==> config.mk <==
export PLATFORM = sky130hd
export DESIGN_NAME = core_fetch_pipeline
export DESIGN_NICKNAME = d
export VERILOG_FILES = /design/src/rtl/core_fetch_pkg.sv /design/src/rtl/dmap_if.sv /design/src/rtl/phase_gen.sv /design/src/rtl/data_map.sv /design/src/rtl/core_fetch_pipeline.sv
export VERILOG_INCLUDE_DIRS = /design/src /design/src/rtl
export SDC_FILE = /design/constraint.sdc
export NUM_CORES = 2
export LEC_CHECK = 0
export ABC_AREA = 1
export BUFFER_PORTS_ARGS = -buffer_cell sky130_fd_sc_hd__buf_4
export CAP_MARGIN = 10
export CORE_UTILIZATION = 45
export DETAILED_ROUTE_END_ITERATION = 12
export PLACE_DENSITY_LB_ADDON = 0.15
export SYNTH_ARGS = -nofsm -noshare
export SYNTH_HDL_FRONTEND = slang
export SYNTH_HIERARCHICAL = 1
export SYNTH_SLANG_ARGS = --single-unit
==> constraint.sdc <==
create_clock -name pclk -period 9.6 [get_ports pclk]
set_input_delay 1.92 -clock pclk [delete_from_list [all_inputs] [get_ports pclk]]
set_output_delay 1.92 -clock pclk [all_outputs]
set_load 0.03 [all_outputs]
==> src/rtl/core_fetch_consts.svh <==
// named offsets, field positions, reset values and vectors of the fetch/execute core
`ifndef CORE_FETCH_CONSTS_SVH
`define CORE_FETCH_CONSTS_SVH

// ==========================================================
// data space map
`define ADR_INDIRECT 7'h00
`define ADR_PCL 7'h02
`define ADR_STATUS 7'h03
`define ADR_FSR 7'h04
`define ADR_PC_HIGH_LATCH 7'h0a
`define SFR_LIMIT 7'h20
`define RAM0_BASE 8'h20
`define RAM0_TOP_DEF 8'h7f
`define RAM1_BASE 8'ha0
`define RAM1_TOP 8'hbf
`define RAM1_OFS 8'h40
`define COMMON_BASE 8'hf0
`define COMMON_OFS 8'ha0 // 80h bank step plus 20h RAM base, so f0..ff land on the cells of 70..7f

// ==========================================================
// core register fields and reset values
`define STATUS_BANK_BIT 5
`define STATUS_RST 8'h00
`define FSR_RST 8'h00
`define PC_HIGH_LATCH_RST 8'h00
`define CTRL_RST 8'h01
`define CTRL_RUN_BIT 0

// ==========================================================
// program counter and instruction word
`define RESET_VEC 13'h0000
`define IRQ_VEC 13'h0004
`define NOP_WORD 14'h0000
`define OPC_JUMP 3'h5
`define OPC_FILE 2'h0
`define DEST_BIT 7

// ==========================================================
// register indices beyond the data space (byte address = 4 * index)
`define REG_CTRL_IDX 9'h100
`define REG_TRACE_IDX 9'h101

`endif

==> src/rtl/core_fetch_pkg.sv <==
// types shared by the fetch/execute core modules
package core_fetch_pkg;

    // ==========================================================
    // quarter-cycle phases, one-hot
    typedef enum logic [3:0] {
        PH1 = 4'b0001,
        PH2 = 4'b0010,
        PH3 = 4'b0100,
        PH4 = 4'b1000
    } phase_t;

    // ==========================================================
    // kind of location a data address resolves to
    typedef enum logic [2:0] {
        DK_NONE = 3'h0,
        DK_INDIRECT = 3'h1,
        DK_PCL = 3'h2,
        DK_STATUS = 3'h3,
        DK_FSR = 3'h4,
        DK_PC_HIGH_LATCH = 3'h5,
        DK_RAM = 3'h6
    } dkind_t;

endpackage : core_fetch_pkg

==> src/rtl/dmap_if.sv <==
// address-decode carrier between the core and its data map decoder
`timescale 1ns/100ps
`default_nettype none

interface dmap_if;
    logic [7:0] addr;
    core_fetch_pkg::dkind_t kind;
    logic [6:0] ram_idx;

    modport requester (output addr, input kind, input ram_idx);
    modport decoder (input addr, output kind, output ram_idx);
endinterface : dmap_if

`default_nettype wire

==> src/rtl/phase_gen.sv <==
// four-phase instruction cycle sequencer
`timescale 1ns/100ps
`default_nettype none

module phase_gen (
    input wire logic pclk, // system clock
    input wire logic presetn, // async reset, active low
    input wire logic run, // advance enable
    output core_fetch_pkg::phase_t phase // current phase, from flop
);
    core_fetch_pkg::phase_t phase_ff;
    core_fetch_pkg::phase_t nxt_phase;

    // ==========================================================
    // one-hot ring; resets to phase_4 so the first step is phase_1
    always_comb begin
        case (phase_ff)
            core_fetch_pkg::PH1: nxt_phase = core_fetch_pkg::PH2;
            core_fetch_pkg::PH2: nxt_phase = core_fetch_pkg::PH3;
            core_fetch_pkg::PH3: nxt_phase = core_fetch_pkg::PH4;
            core_fetch_pkg::PH4: nxt_phase = core_fetch_pkg::PH1;
            default: nxt_phase = core_fetch_pkg::PH1;
        endcase
    end

    // stalls in place while halted
    always_ff @(posedge pclk or negedge presetn) begin
        if (!presetn) begin
            phase_ff <= core_fetch_pkg::PH4;
        end else if (run) begin
            phase_ff <= nxt_phase; // RQ1
        end
    end

    assign phase = phase_ff;
endmodule : phase_gen

`default_nettype wire

==> src/rtl/data_map.sv <==
// data address decoder: special area, banked RAM, common RAM alias
`timescale 1ns/100ps
`default_nettype none
`include "core_fetch_consts.svh"

module data_map #(
    parameter logic [7:0] BANK0_TOP = `RAM0_TOP_DEF, // last bank 0 RAM address
    parameter bit BANK1_RAM = 1'b0, // bank 1 RAM at a0..bf present
    parameter bit COMMON_RAM = 1'b1 // f0..ff alias 70..7f
) (
    dmap_if.decoder dm // address in, kind and RAM index out
);

    // ==========================================================
    // one decode shared by core and bus ports
    function automatic logic [9:0] decode(input logic [7:0] a);
        logic [6:0] lo;
        logic [7:0] ofs;
        core_fetch_pkg::dkind_t k;
        lo = a[6:0];
        ofs = 8'h00;
        k = core_fetch_pkg::DK_NONE;
        if (lo == `ADR_INDIRECT) begin
            k = core_fetch_pkg::DK_INDIRECT; // RQ18
        end else if (lo == `ADR_PCL) begin
            k = core_fetch_pkg::DK_PCL;
        end else if (lo == `ADR_STATUS) begin
            k = core_fetch_pkg::DK_STATUS;
        end else if (lo == `ADR_FSR) begin
            k = core_fetch_pkg::DK_FSR;
        end else if (lo == `ADR_PC_HIGH_LATCH) begin
            k = core_fetch_pkg::DK_PC_HIGH_LATCH;
        end else if (lo < `SFR_LIMIT) begin
            k = core_fetch_pkg::DK_NONE; // RQ12
        end else if (!a[7] && a <= BANK0_TOP) begin
            k = core_fetch_pkg::DK_RAM; // RQ13
            ofs = a - `RAM0_BASE;
        end else if (a[7] && COMMON_RAM && a >= `COMMON_BASE) begin
            k = core_fetch_pkg::DK_RAM; // RQ14
            ofs = a - `COMMON_OFS;
        end else if (a[7] && BANK1_RAM && a >= `RAM1_BASE && a <= `RAM1_TOP) begin
            k = core_fetch_pkg::DK_RAM; // RQ13
            ofs = a - `RAM1_OFS;
        end
        return {k, ofs[6:0]};
    endfunction : decode

    logic [9:0] res;
    assign res = decode(dm.addr);
    assign dm.kind = core_fetch_pkg::dkind_t'(res[9:7]);
    assign dm.ram_idx = res[6:0];
endmodule : data_map

`default_nettype wire

==> src/rtl/core_fetch_pipeline.sv <==
// fetch/execute sequencer, program counter and data map of the small core
// Operation
// RQ1 - input clock divided by four into phases phase_1..phase_4 forming one cycle
// RQ2 - program counter increments once per cycle in phase_1, starting each fetch
// RQ3 - fetched program word latched into instruction register in phase_4
// RQ4 - fetch overlaps execute; one instruction completes per cycle
// RQ5 - latched instruction decoded and executed over phase_2 to phase_4
// RQ6 - operand read in phase_2, result written to data memory in phase_4
// RQ7 - counter-changing instructions take two cycles; prefetched word is discarded
// RQ8 - program counter is 13 bits wide, 8K words of 14 bits
// RQ9 - only 512, 1K or 2K words present; higher addresses wrap
// RQ10 - reset starts at address zero; interrupt entry loads address four
// RQ11 - direct addressing uses bank 1 when bank_select_bit is set, else bank 0
// RQ12 - first 32 addresses of each bank are special-function registers
// RQ13 - RAM at 20h-7Fh; largest variant also at A0h-BFh
// RQ14 - on revised variants F0h-FFh alias 70h-7Fh
// RQ15 - register file of 80, 96 or 128 bytes, direct and indirect access
// RQ16 - unimplemented data addresses read zero
// RQ17 - in RC mode, clock output at one quarter of the input clock
// RQ18 - indirect_access_location accesses the address held in indirect_pointer
`timescale 1ns/100ps
`default_nettype none
`include "core_fetch_consts.svh"

module core_fetch_pipeline #(
    parameter int PROG_WORDS = 512, // implemented program words, power of two
    parameter int RAM_BYTES = 128, // storage cells of the register file
    parameter logic [7:0] BANK0_TOP = `RAM0_TOP_DEF, // last bank 0 RAM address
    parameter bit BANK1_RAM = 1'b0, // bank 1 RAM at a0..bf present
    parameter bit COMMON_RAM = 1'b1 // f0..ff alias 70..7f
) (
    input wire logic pclk, // system clock
    input wire logic presetn, // async reset, active low
    input wire logic psel, // apb select
    input wire logic penable, // apb access phase
    input wire logic pwrite, // apb direction
    input wire logic [11:0] paddr, // apb byte address
    input wire logic [31:0] pwdata, // apb write data
    output logic [31:0] prdata, // apb read data
    output logic pready, // apb ready
    output logic pslverr, // apb error on unmapped index
    output logic [12:0] prog_addr, // program memory address
    input wire logic [13:0] prog_data, // program memory word
    input wire logic irq_req, // interrupt request level
    input wire logic rc_mode, // rc oscillator mode select
    input wire logic [7:0] alu_result, // result from execution unit
    output logic [7:0] operand, // operand read in phase_2
    output logic [13:0] instr, // instruction in execution
    output logic [3:0] phase, // one-hot phase
    output logic clk_out, // quarter-rate clock in rc mode
    output logic irq_taken // pulse on interrupt entry
);

    localparam logic [12:0] PROG_MASK = 13'(PROG_WORDS - 1);

    // ==========================================================
    // state
    logic [12:0] pc_ff;
    logic [12:0] prog_addr_ff;
    logic [13:0] ir_ff;
    logic flush_ff;
    logic [7:0] status_ff;
    logic [7:0] fsr_ff;
    logic [7:0] pc_high_latch_ff;
    logic [7:0] ctrl_ff;
    logic [7:0] operand_ff;
    logic [7:0] ram_ff [RAM_BYTES];
    logic clk_out_ff;
    logic irq_taken_ff;
    logic pready_ff;
    logic pslverr_ff;
    logic [31:0] prdata_ff;

    core_fetch_pkg::phase_t ph;
    logic run;
    logic ph1;
    logic ph2;
    logic ph4;

    // ==========================================================
    // phase sequencer
    assign run = ctrl_ff[`CTRL_RUN_BIT];

    phase_gen u_phase (
        .pclk(pclk),
        .presetn(presetn),
        .run(run),
        .phase(ph)
    );

    assign ph1 = run && (ph == core_fetch_pkg::PH1);
    assign ph2 = run && (ph == core_fetch_pkg::PH2);
    assign ph4 = run && (ph == core_fetch_pkg::PH4);

    // ==========================================================
    // instruction decode
    logic is_jump;
    logic is_file;
    logic dest_file;
    logic [12:0] jump_target;

    assign is_jump = (ir_ff[13:11] == `OPC_JUMP); // RQ5
    assign is_file = (ir_ff[13:12] == `OPC_FILE);
    assign dest_file = is_file && ir_ff[`DEST_BIT];
    assign jump_target = {pc_high_latch_ff[4:3], ir_ff[10:0]};

    // ==========================================================
    // address resolution; the indirect location redirects to the pointer
    dmap_if core_dm ();
    dmap_if bus_dm ();

    logic [7:0] direct_addr;
    logic [7:0] core_eff;
    logic [8:0] bus_idx;
    logic [7:0] bus_eff;
    logic bus_in_data;

    assign direct_addr = {status_ff[`STATUS_BANK_BIT], ir_ff[6:0]}; // RQ11
    assign core_eff = (ir_ff[6:0] == `ADR_INDIRECT) ? fsr_ff : direct_addr; // RQ18 RQ15
    assign bus_idx = paddr[10:2];
    assign bus_in_data = !paddr[11] && !bus_idx[8];
    assign bus_eff = (bus_idx[6:0] == `ADR_INDIRECT) ? fsr_ff : bus_idx[7:0]; // RQ18
    assign core_dm.addr = core_eff;
    assign bus_dm.addr = bus_eff;

    data_map #(
        .BANK0_TOP(BANK0_TOP),
        .BANK1_RAM(BANK1_RAM),
        .COMMON_RAM(COMMON_RAM)
    ) u_core_map (
        .dm(core_dm)
    );

    data_map #(
        .BANK0_TOP(BANK0_TOP),
        .BANK1_RAM(BANK1_RAM),
        .COMMON_RAM(COMMON_RAM)
    ) u_bus_map (
        .dm(bus_dm)
    );

    // read mux shared by the core and the bus
    function automatic logic [7:0] rd_val(input core_fetch_pkg::dkind_t k, input logic [6:0] i);
        logic [7:0] v;
        v = 8'h00; // RQ16
        if (k == core_fetch_pkg::DK_PCL) begin
            v = pc_ff[7:0];
        end else if (k == core_fetch_pkg::DK_STATUS) begin
            v = status_ff;
        end else if (k == core_fetch_pkg::DK_FSR) begin
            v = fsr_ff;
        end else if (k == core_fetch_pkg::DK_PC_HIGH_LATCH) begin
            v = pc_high_latch_ff;
        end else if (k == core_fetch_pkg::DK_RAM && 32'(i) < RAM_BYTES) begin
            v = ram_ff[i];
        end
        return v;
    endfunction : rd_val

    // ==========================================================
    // bus slave; ready is withheld around phase_4 so core and bus never write together
    logic bus_access;
    logic bus_commit;
    logic bus_wr;
    logic core_busy;

    assign bus_access = psel && penable;
    assign bus_commit = bus_access && pready_ff;
    assign bus_wr = bus_commit && pwrite && bus_in_data;
    assign core_busy = run && (ph == core_fetch_pkg::PH3 || ph == core_fetch_pkg::PH4);

    always_ff @(posedge pclk or negedge presetn) begin
        if (!presetn) begin
            pready_ff <= 1'b0;
            pslverr_ff <= 1'b0;
            prdata_ff <= 32'h0000_0000;
        end else if (pready_ff) begin
            pready_ff <= 1'b0;
            pslverr_ff <= 1'b0;
        end else if (bus_access && !core_busy) begin
            pready_ff <= 1'b1;
            pslverr_ff <= 1'b0;
            prdata_ff <= 32'h0000_0000;
            if (bus_in_data) begin
                prdata_ff <= {24'h00_0000, rd_val(bus_dm.kind, bus_dm.ram_idx)};
            end else if (!paddr[11] && bus_idx == `REG_CTRL_IDX) begin
                prdata_ff <= {24'h00_0000, ctrl_ff};
            end else if (!paddr[11] && bus_idx == `REG_TRACE_IDX) begin
                prdata_ff <= {5'h00, ir_ff, pc_ff};
            end else begin
                pslverr_ff <= 1'b1;
            end
        end
    end

    // ==========================================================
    // data writes: core in phase_4, bus at its commit edge
    logic core_we;
    logic [7:0] wdata;
    core_fetch_pkg::dkind_t wkind;
    logic [6:0] widx;
    logic pcl_we;

    assign core_we = ph4 && dest_file; // RQ6
    assign wdata = core_we ? alu_result : pwdata[7:0];
    assign wkind = core_we ? core_dm.kind : (bus_wr ? bus_dm.kind : core_fetch_pkg::DK_NONE);
    assign widx = core_we ? core_dm.ram_idx : bus_dm.ram_idx;
    assign pcl_we = (core_we || bus_wr) && wkind == core_fetch_pkg::DK_PCL;

    // special registers
    always_ff @(posedge pclk or negedge presetn) begin
        if (!presetn) begin
            status_ff <= `STATUS_RST;
            fsr_ff <= `FSR_RST;
            pc_high_latch_ff <= `PC_HIGH_LATCH_RST;
        end else if (core_we || bus_wr) begin
            if (wkind == core_fetch_pkg::DK_STATUS) begin
                status_ff <= wdata; // RQ11
            end else if (wkind == core_fetch_pkg::DK_FSR) begin
                fsr_ff <= wdata;
            end else if (wkind == core_fetch_pkg::DK_PC_HIGH_LATCH) begin
                pc_high_latch_ff <= wdata;
            end
        end
    end

    // register file storage; indirect to indirect and unmapped writes are dropped
    always_ff @(posedge pclk) begin
        if ((core_we || bus_wr) && wkind == core_fetch_pkg::DK_RAM && 32'(widx) < RAM_BYTES) begin
            ram_ff[widx] <= wdata; // RQ15
        end
    end

    // control register: run enable
    always_ff @(posedge pclk or negedge presetn) begin
        if (!presetn) begin
            ctrl_ff <= `CTRL_RST;
        end else if (bus_commit && pwrite && !paddr[11] && bus_idx == `REG_CTRL_IDX) begin
            ctrl_ff <= pwdata[7:0];
        end
    end

    // ==========================================================
    // program counter: increment in phase_1, redirects in phase_4 or at a bus write to the counter
    logic redirect;
    logic irq_entry;

    assign irq_entry = ph4 && irq_req && !is_jump && !pcl_we;
    assign redirect = ph4 && (is_jump || pcl_we || irq_req);

    always_ff @(posedge pclk or negedge presetn) begin
        if (!presetn) begin
            pc_ff <= `RESET_VEC; // RQ10
        end else if (ph1) begin
            pc_ff <= pc_ff + 13'h0001; // RQ2 RQ8
        end else if (ph4 && is_jump) begin
            pc_ff <= jump_target; // RQ7
        end else if (pcl_we) begin
            pc_ff <= {pc_high_latch_ff[4:0], wdata}; // RQ7
        end else if (irq_entry) begin
            pc_ff <= `IRQ_VEC; // RQ10
        end
    end

    // fetch address presented in phase_1, folded into the implemented space
    always_ff @(posedge pclk or negedge presetn) begin
        if (!presetn) begin
            prog_addr_ff <= `RESET_VEC;
        end else if (ph1) begin
            prog_addr_ff <= pc_ff & PROG_MASK; // RQ9
        end
    end

    // a bus write to the counter outside phase_4 still spoils the word in flight
    always_ff @(posedge pclk or negedge presetn) begin
        if (!presetn) begin
            flush_ff <= 1'b0;
        end else if (ph4) begin
            flush_ff <= 1'b0;
        end else if (pcl_we) begin
            flush_ff <= 1'b1;
        end
    end

    // ==========================================================
    // instruction register: next word latched while current executes
    always_ff @(posedge pclk or negedge presetn) begin
        if (!presetn) begin
            ir_ff <= `NOP_WORD;
        end else if (ph4) begin
            if (redirect || flush_ff) begin
                ir_ff <= `NOP_WORD; // RQ7
            end else begin
                ir_ff <= prog_data; // RQ3 RQ4
            end
        end
    end

    // operand fetch
    always_ff @(posedge pclk or negedge presetn) begin
        if (!presetn) begin
            operand_ff <= 8'h00;
        end else if (ph2) begin
            operand_ff <= rd_val(core_dm.kind, core_dm.ram_idx); // RQ6 RQ16
        end
    end

    // ==========================================================
    // quarter-rate clock, high in phase_1 and phase_2; idle low outside rc mode
    always_ff @(posedge pclk or negedge presetn) begin
        if (!presetn) begin
            clk_out_ff <= 1'b0;
        end else if (run) begin
            clk_out_ff <= rc_mode && (ph == core_fetch_pkg::PH4 || ph == core_fetch_pkg::PH1); // RQ17
        end
    end

    // interrupt entry marker
    always_ff @(posedge pclk or negedge presetn) begin
        if (!presetn) begin
            irq_taken_ff <= 1'b0;
        end else begin
            irq_taken_ff <= irq_entry;
        end
    end

    // ==========================================================
    // outputs
    assign prdata = prdata_ff;
    assign pready = pready_ff;
    assign pslverr = pslverr_ff;
    assign prog_addr = prog_addr_ff;
    assign operand = operand_ff;
    assign instr = ir_ff;
    assign phase = ph;
    assign clk_out = clk_out_ff;
    assign irq_taken = irq_taken_ff;
endmodule : core_fetch_pipeline

`default_nettype wire

==> Word level (Yosys, flattened, before mapping) <==
Memories as Yosys holds them, arrays and structs flattened.
Index checks and enable logic that the tools add are counted.
{ "totals": {"regBits": 117, "ram_bits": 1024, "input_bits": 73, "output_inout_bits": 75, "wordCells": 181, "mem_count": 1} }
{ "memory_table": {"columns": ["name", "depth", "width", "rd", "rd_clocked_by_memory_dff", "wr", "line", "rtl"], "rows": [
  ["ram_ff", 128, 8, 2, 0, 1, "core_fetch_pipeline.sv:67", "logic [7:0] ram_ff [RAM_BYTES];"]
]} }
{ "op_classes": {"n_addsub": 5, "order_cmp": 6, "eq_ne": 30, "n_mux": 68, "bitwise": 3, "reduce_logical": 53} }
{ "ops": {"columns": ["cell", "n"], "rows": [
  ["7-bit 2-to-1 mux", 17],
  ["8-bit 2-to-1 mux", 13],
  ["27-bit 2-to-1 mux", 3],
  ["3-bit 2-to-1 mux", 18],
  ["13-bit 2-to-1 mux", 4],
  ["3-bit == test, second input constant", 10],
  ["7-bit by 2-bit == test with 1-bit output, second input constant", 4],
  ["1-bit logical AND", 28],
  ["7-bit logical NOT", 4],
  ["7-bit by 6-bit subtractor with 7-bit output, second input constant", 4],
  ["3-bit by 2-bit == test with 1-bit output, second input constant", 6],
  ["9-bit == test, second input constant", 2],
  ["8-bit greater-or-equal comparator, second input constant", 2],
  ["8-bit by 7-bit <= comparator with 1-bit output, second input constant", 2],
  ["7-bit by 3-bit == test with 1-bit output, second input constant", 2],
  ["7-bit by 4-bit == test with 1-bit output, second input constant", 2],
  ["7-bit by 6-bit less-than comparator with 1-bit output, second input constant", 2],
  ["14-bit 2-to-1 mux", 1],
  ["13-bit by 1-bit adder with 13-bit output, second input constant", 1],
  ["4-bit one-hot mux with 3 select lines", 1],
  ["1-bit 2-to-1 mux", 11],
  ["1-bit logical NOT", 7],
  ["1-bit logical OR", 6],
  ["4-bit by 1-bit == test with 1-bit output, second input constant", 1],
  ["other kinds (10)", 14]
]} }

==> Longest topological paths before layout <==
{ "depth": {"word_depth": 22, "depth_mapped": 29} }

==> Modules after synthesis <==
The synthesis kept the hierarchy.
{ "modules_own_cells": {"columns": ["module", "n_inst", "cells_each", "area_per_inst_um2"], "rows": [
  ["core_fetch_pipeline", 1, 6358, 56616.8],
  ["data_map (u_bus_map)", 1, 51, 246.5],
  ["data_map (u_core_map)", 1, 49, 232.7],
  ["phase_gen", 1, 27, 196.4]
]} }

==> Worst setup path after synthesis <==
Ideal clock, no wire load.
{ "synth_path": {"path_kind": "input port to flip-flop", "from": "input paddr[4]", "to": "memory ram_ff[43][0], enable pin", "setup_time_ns": 0.370, "arrival_ns": 5.179, "slack_ns": 4.051, "stages": 23, "n_path_buf": 4, "path_cell_list": "inv_1 > nand3_1 > nor2_1 > nand2_1 > o21bai_1 > inv_1 > ha_1 > o21bai_1 > nor2_1 > nand2_4 > nor2_1 > buf_2 > buf_2 > buf_1 > nand2_1 > o21ai_0 > inv_1 > nor2_1 > inv_1 > nor2_1 > nand2_1 > buf_2 > nor2_1"} }
{ "synth_via": {"word_cells_on_any_way": 38, "cone_classes": "2 x add/sub; 3 x order compare; 5 x eq/ne; 22 x mux; 6 x reduce/logical"} }
{ "synth_rtl": {"columns": ["element", "line", "rtl"], "rows": [
  ["start: declaration", "core_fetch_pipeline.sv:37", "input wire logic [11:0] paddr,"],
  ["7-bit logical NOT (no source line) (*)", null, null],
  ["8-bit 2-to-1 mux (*)", "core_fetch_pipeline.sv:122", "assign bus_eff = (bus_idx[6:0] == `ADR_INDIRECT) ? fsr_ff : bus_idx[7:0];"],
  ["via bus_dm.addr[5]", "dmap_if.sv:6", "logic [7:0] addr;"],
  ["8-bit greater-or-equal comparator (no source line)", null, null],
  ["1-bit logical AND (no source line)", null, null],
  ["7-bit 2-to-1 mux", "data_map.sv:38", "end else if (a[7] && COMMON_RAM && a >= `COMMON_BASE) begin"],
  ["7-bit 2-to-1 mux", "data_map.sv:35", "end else if (!a[7] && a <= BANK0_TOP) begin"],
  ["7-bit 2-to-1 mux", "data_map.sv:33", "end else if (lo < `SFR_LIMIT) begin"],
  ["7-bit 2-to-1 mux", "data_map.sv:31", "end else if (lo == `ADR_PC_HIGH_LATCH) begin"],
  ["7-bit 2-to-1 mux", "data_map.sv:29", "end else if (lo == `ADR_FSR) begin"],
  ["7-bit 2-to-1 mux", "data_map.sv:27", "end else if (lo == `ADR_STATUS) begin"],
  ["7-bit 2-to-1 mux", "data_map.sv:25", "end else if (lo == `ADR_PCL) begin"],
  ["7-bit 2-to-1 mux (*)", "data_map.sv:23", "if (lo == `ADR_INDIRECT) begin"],
  ["via bus_dm.ram_idx[1]", "dmap_if.sv:8", "logic [6:0] ram_idx;"],
  ["7-bit 2-to-1 mux (*)", "core_fetch_pipeline.sv:207", "assign widx = core_we ? core_dm.ram_idx : bus_dm.ram_idx;"],
  ["end: declaration", "core_fetch_pipeline.sv:67", null]
]} }
Mark *: on every way through the listed nets, which the timed path passes. The rest lies on a longest branch.

==> Worst setup path in the final report <==
{ "layout_path": {"from": "input paddr[8]", "to": "register prdata_ff[6] (netlist: prdata[6])"} }
{ "layout_via": {"elab_chain_len": 19, "word_cells_on_any_way": 49, "cone_classes": "2 x add/sub; 3 x order compare; 11 x eq/ne; 25 x mux; 7 x reduce/logical; 1 x memory"} }
{ "layout_lines": {"columns": ["element", "line", "rtl"], "rows": [
  ["7-bit logical NOT (no source line) (*)", null, null],
  ["8-bit 2-to-1 mux (*)", "core_fetch_pipeline.sv:122", null],
  ["via bus_dm.addr[5]", "dmap_if.sv:6", null],
  ["8-bit greater-or-equal comparator (no source line)", null, null],
  ["1-bit logical AND (no source line)", null, null],
  ["7-bit 2-to-1 mux", "data_map.sv:38", null],
  ["7-bit 2-to-1 mux", "data_map.sv:35", null],
  ["7-bit 2-to-1 mux", "data_map.sv:33", null],
  ["[5 not listed]", null, null],
  ["via bus_dm.ram_idx[0]", "dmap_if.sv:8", null],
  ["memory read 128 x 8 bit (*)", null, null],
  ["8-bit 2-to-1 mux (*)", "core_fetch_pipeline.sv:154", "end else if (k == core_fetch_pkg::DK_RAM && 32'(i) < RAM_BYTES) begin"],
  ["8-bit 2-to-1 mux (*)", "core_fetch_pipeline.sv:152", "end else if (k == core_fetch_pkg::DK_PC_HIGH_LATCH) begin"],
  ["8-bit 2-to-1 mux (*)", "core_fetch_pipeline.sv:150", "end else if (k == core_fetch_pkg::DK_FSR) begin"],
  ["8-bit 2-to-1 mux (*)", "core_fetch_pipeline.sv:148", "end else if (k == core_fetch_pkg::DK_STATUS) begin"],
  ["8-bit 2-to-1 mux (*)", "core_fetch_pipeline.sv:146", "if (k == core_fetch_pkg::DK_PCL) begin"],
  ["27-bit 2-to-1 mux (*)", "core_fetch_pipeline.sv:184", "if (bus_in_data) begin"],
  ["end signal: assignment", "core_fetch_pipeline.sv:185", "prdata_ff <= {24'h00_0000, rd_val(bus_dm.kind, bus_dm.ram_idx)};"],
  ["end signal: assignment", "core_fetch_pipeline.sv:187", "prdata_ff <= {24'h00_0000, ctrl_ff};"],
  ["end signal: assignment", "core_fetch_pipeline.sv:189", "prdata_ff <= {5'h00, ir_ff, pc_ff};"],
  ["end: declaration", "core_fetch_pipeline.sv:72", "logic [31:0] prdata_ff;"]
]} }
Marks and branches as above.
A chain may end at the register's enable or synchronous reset.

==> impl_metrics.ini <==
[sta]
setup-tns-final_ps = 0
rsz0062_at_grt = false
finalMaxSlewViolations = 0
maxSlewHeadroom_pct = 13.3
finalWorstSetupSlack_ps = 2560
hold_viol = 0
fin_skew_ps = 22.8
layout_min_cycle_time_ps = 7040
fin_crit_sh_pct = 73.4
setup_viol = 0
max_freq_ghz = 0.142
tightestPinTransition_ps = 1300

[final_layout]
fill_cells = 11500
mostFrequentLayoutCell = nand2_1
drive_gt1_share_pct = 6.88
multi_input_area_um2 = 21200
seq_area_um2 = 33600
final_cell_mix = 1734 x nand2_1, 1206 x nand3_1, 1024 x edfxtp_1, 680 x nor2_1, 623 x o21ai_0
antennaDiodeCount = 0
area_growth_pct = 10.3
nets = 6406

[detailed_routing]
wl_mm = 200
wire_per_inst_um = 24.8
drt_iter0_drc = 7048
num_vias = 49600
drc = 0
viasPerCell = 6.15
ant_nets = 0
firstDrtPassIters = 8

[global_route]
track_usage_pct = 30.2
grt_overflow = 0
use_met2_pct = 47.5
first_global_vias = 46200
grt_max_degree = 217
use_met3_pct = 5.13
top_usage_layer = met2
antenna_found_initial = 0
grt_pass1_wl_mm = 294
use_met1_pct = 41.2

[worst_setup_path]
path_buf_inv = 4
start_kind = primary input
crit_fanout = 84
worstPathRequired_ps = 10300
crit_top_cell = nand2_1
cp_slowest_stage_delay_ps = 890
worst_setup_path_end_kind = flip-flop
crit_family = simple AND/OR/NAND/NOR gates
critPathKind = in2reg
worst_ep_arrival_time_ps = 7740
crit_path_top_delay_cell = buf_4

[power]
p_switching_uw = 2610
intPower_uw = 8390
pwr-share-clk_pct = 43.6
peakVddDrop_mv = 0.188
power.leakage_uw = 0.0234
p_comb_share_pct = 7.2
pwr-share-seq_pct = 49.2
pwr_density_cell_nw_per_um2 = 174
sw_frac_of_total_pct = 23.7

[floorplan]
coreArea_um2 = 126000
num_rows = 130
die_y_um = 359
die_x_um = 359
dieArea_um2 = 129000
start_util_pct = 45.5
ios = 148

[clocking]
cts.reportedPaths.clkPinSlew_ps = 60
post_cts_resized = 0
h-tree-depth = 4
clock-sinks = 1136
clk_path_buf_depth = 3
tritoncts = built
root_buffer = clkbuf_16
numCtsBuffers = 130
clk_latency_ps = 760
hold_buffers = 0
post_cts_buffers = 0

[synth]
async_flop_share_pct = 9.86
synth_top_area_share_pct = 53.7
ys_types = 46
yosys.area.top_type = edfxtp_1
synth-seq-area-share_pct = 58.6
ys_warn_count = 6
syn_avg_cell_area_um2 = 8.83
synth-seq-cells = 1136
synth_edf_count = 1024
synth.cell_area_um2 = 57300
synth_cells = 6485
ys.flop_type = edfxtp_1
netlist_top_cells_area = edfxtp_1 54%, nand2_1 11%, nand3_1 11%

[place]
dp_slack_ps = 2000
globalplace.congestion = 0.932
dpl.hpwl_mm = 112
portBuffers = 112

[hold_path]
hold_path_class = reg2reg

[status]
status = finished clean

[job]
drv_cap = 0
## power groups by stage
stage	combinational (uW)	sequential (uW)	clock, uW
floorplan	446	5530	0
global placement	759	5510	0
detailed placement	764	5520	0
CTS	766	5410	4820
global route	835	5410	5010
finish	787	5410	4800
## metrics by stage
stage | util (%) | instances | power (uW) | hold slack, ps | cell area, um^2
after global routing | 50.2 | 8074 | 11300 | 509 | 63200
after floorplan | - | 6493 | 5970 | 454 | 57300
final | 50.2 | 8074 | 11000 | 481 | 63200
after CTS | 50.2 | 8073 | 11000 | 483 | 63200
after global placement | 47.0 | 7847 | 6270 | 471 | 59200
after detailed placement | 47.0 | 7847 | 6280 | 468 | 59200
## per-layer routing
layer	up-vias	wire length, um
met5	-	0
met4	0	8510
met3	481	19800
met2	2874	91500
met1	24000	80300
li1	22200	-
## worst reg2reg max path, delay by kind of cell (launching register included)
family	cells	cell delay, ps
AO/OA/AOI/OAI	2	830
flip-flops	1	400
AND/OR/NAND/NOR	8	3360
adder cells (fa/ha/maj)	1	260
buffers and inverters	6	1310
## cell usage after synthesis (14+ instances only)
cell	instances
a21oi_1	55
buf_1	59
buf_2	79
clkbuf_1	330
dfrtp_1	110
edfxtp_1	1024
inv_1	163
nand2_1	1737
nand3_1	1206
nand4_1	15
nor2_1	689
nor3_1	14
o21ai_0	623
o22ai_1	245
## state kept, by name, indices dropped and copies added, names as in the netlist
| register | cells |
|---|---|
| pslverr | 1 |
| prog_addr | 9 |
| fsr_ff | 8 |
| ram_ff | 1024 |
| instr | 14 |
| ctrl_ff | 8 |
| status_ff | 8 |
| u_phase/phase | 4 |
| prdata | 27 |
| pready | 1 |
| operand | 8 |
| flush_ff | 1 |
| irq_taken | 1 |
| pc_ff | 13 |
| clk_out | 1 |
| pc_high_latch_ff | 8 |
## final cells by class
cell class / count / area share, %
clock inverter: 59 / 0.820
timing repair buffer: 187 / 2.54
inverter: 179 / 1.15
multi-input combinational: 4696 / 33.6
sequential: 1136 / 53.1
tap: 1650 / 3.27
clock buffer: 167 / 5.54
## cells by family (layout without fill, tap and decap cells)
group	count (synthesis)	after routing	share of synthesized area (%)
AOI/OAI and AO/OA	981	981	9.41
buffers and inverters	661	592	4.61
xor gates and xnor gates	5	5	0.0764
other	1	9	0.00655
DFF	1136	1136	58.6
adders and majority gates	3	3	0.0655
and+or+nand+nor	3697	3697	27.2
muxes	1	1	0.0175
## final timing paths
check / startpoint / to / slack [ps] / cells after the start
max: paddr[8] / prdata[6]$_DFFE_PN0P_ / 2560 / 26
max in group asynchronous: presetn / ctrl_ff[2]$_DFFE_PN0P_ / 7140 / 2
min: prdata[1]$_DFFE_PN0P_ / prdata[1]$_DFFE_PN0P_ / 480 / 2
max reg2reg: instr[6]$_DFFE_PN0P_ / ram_ff[28][0]$_DFFE_PP_ / 3050 / 17
min reg2reg: prdata[1]$_DFFE_PN0P_ / prdata[1]$_DFFE_PN0P_ / 480 / 2
min in group asynchronous: presetn / u_phase/phase[0]$_DFFE_PN0P_ / 1170 / 1
Note: power is estimated with default switching activity, not from simulation.
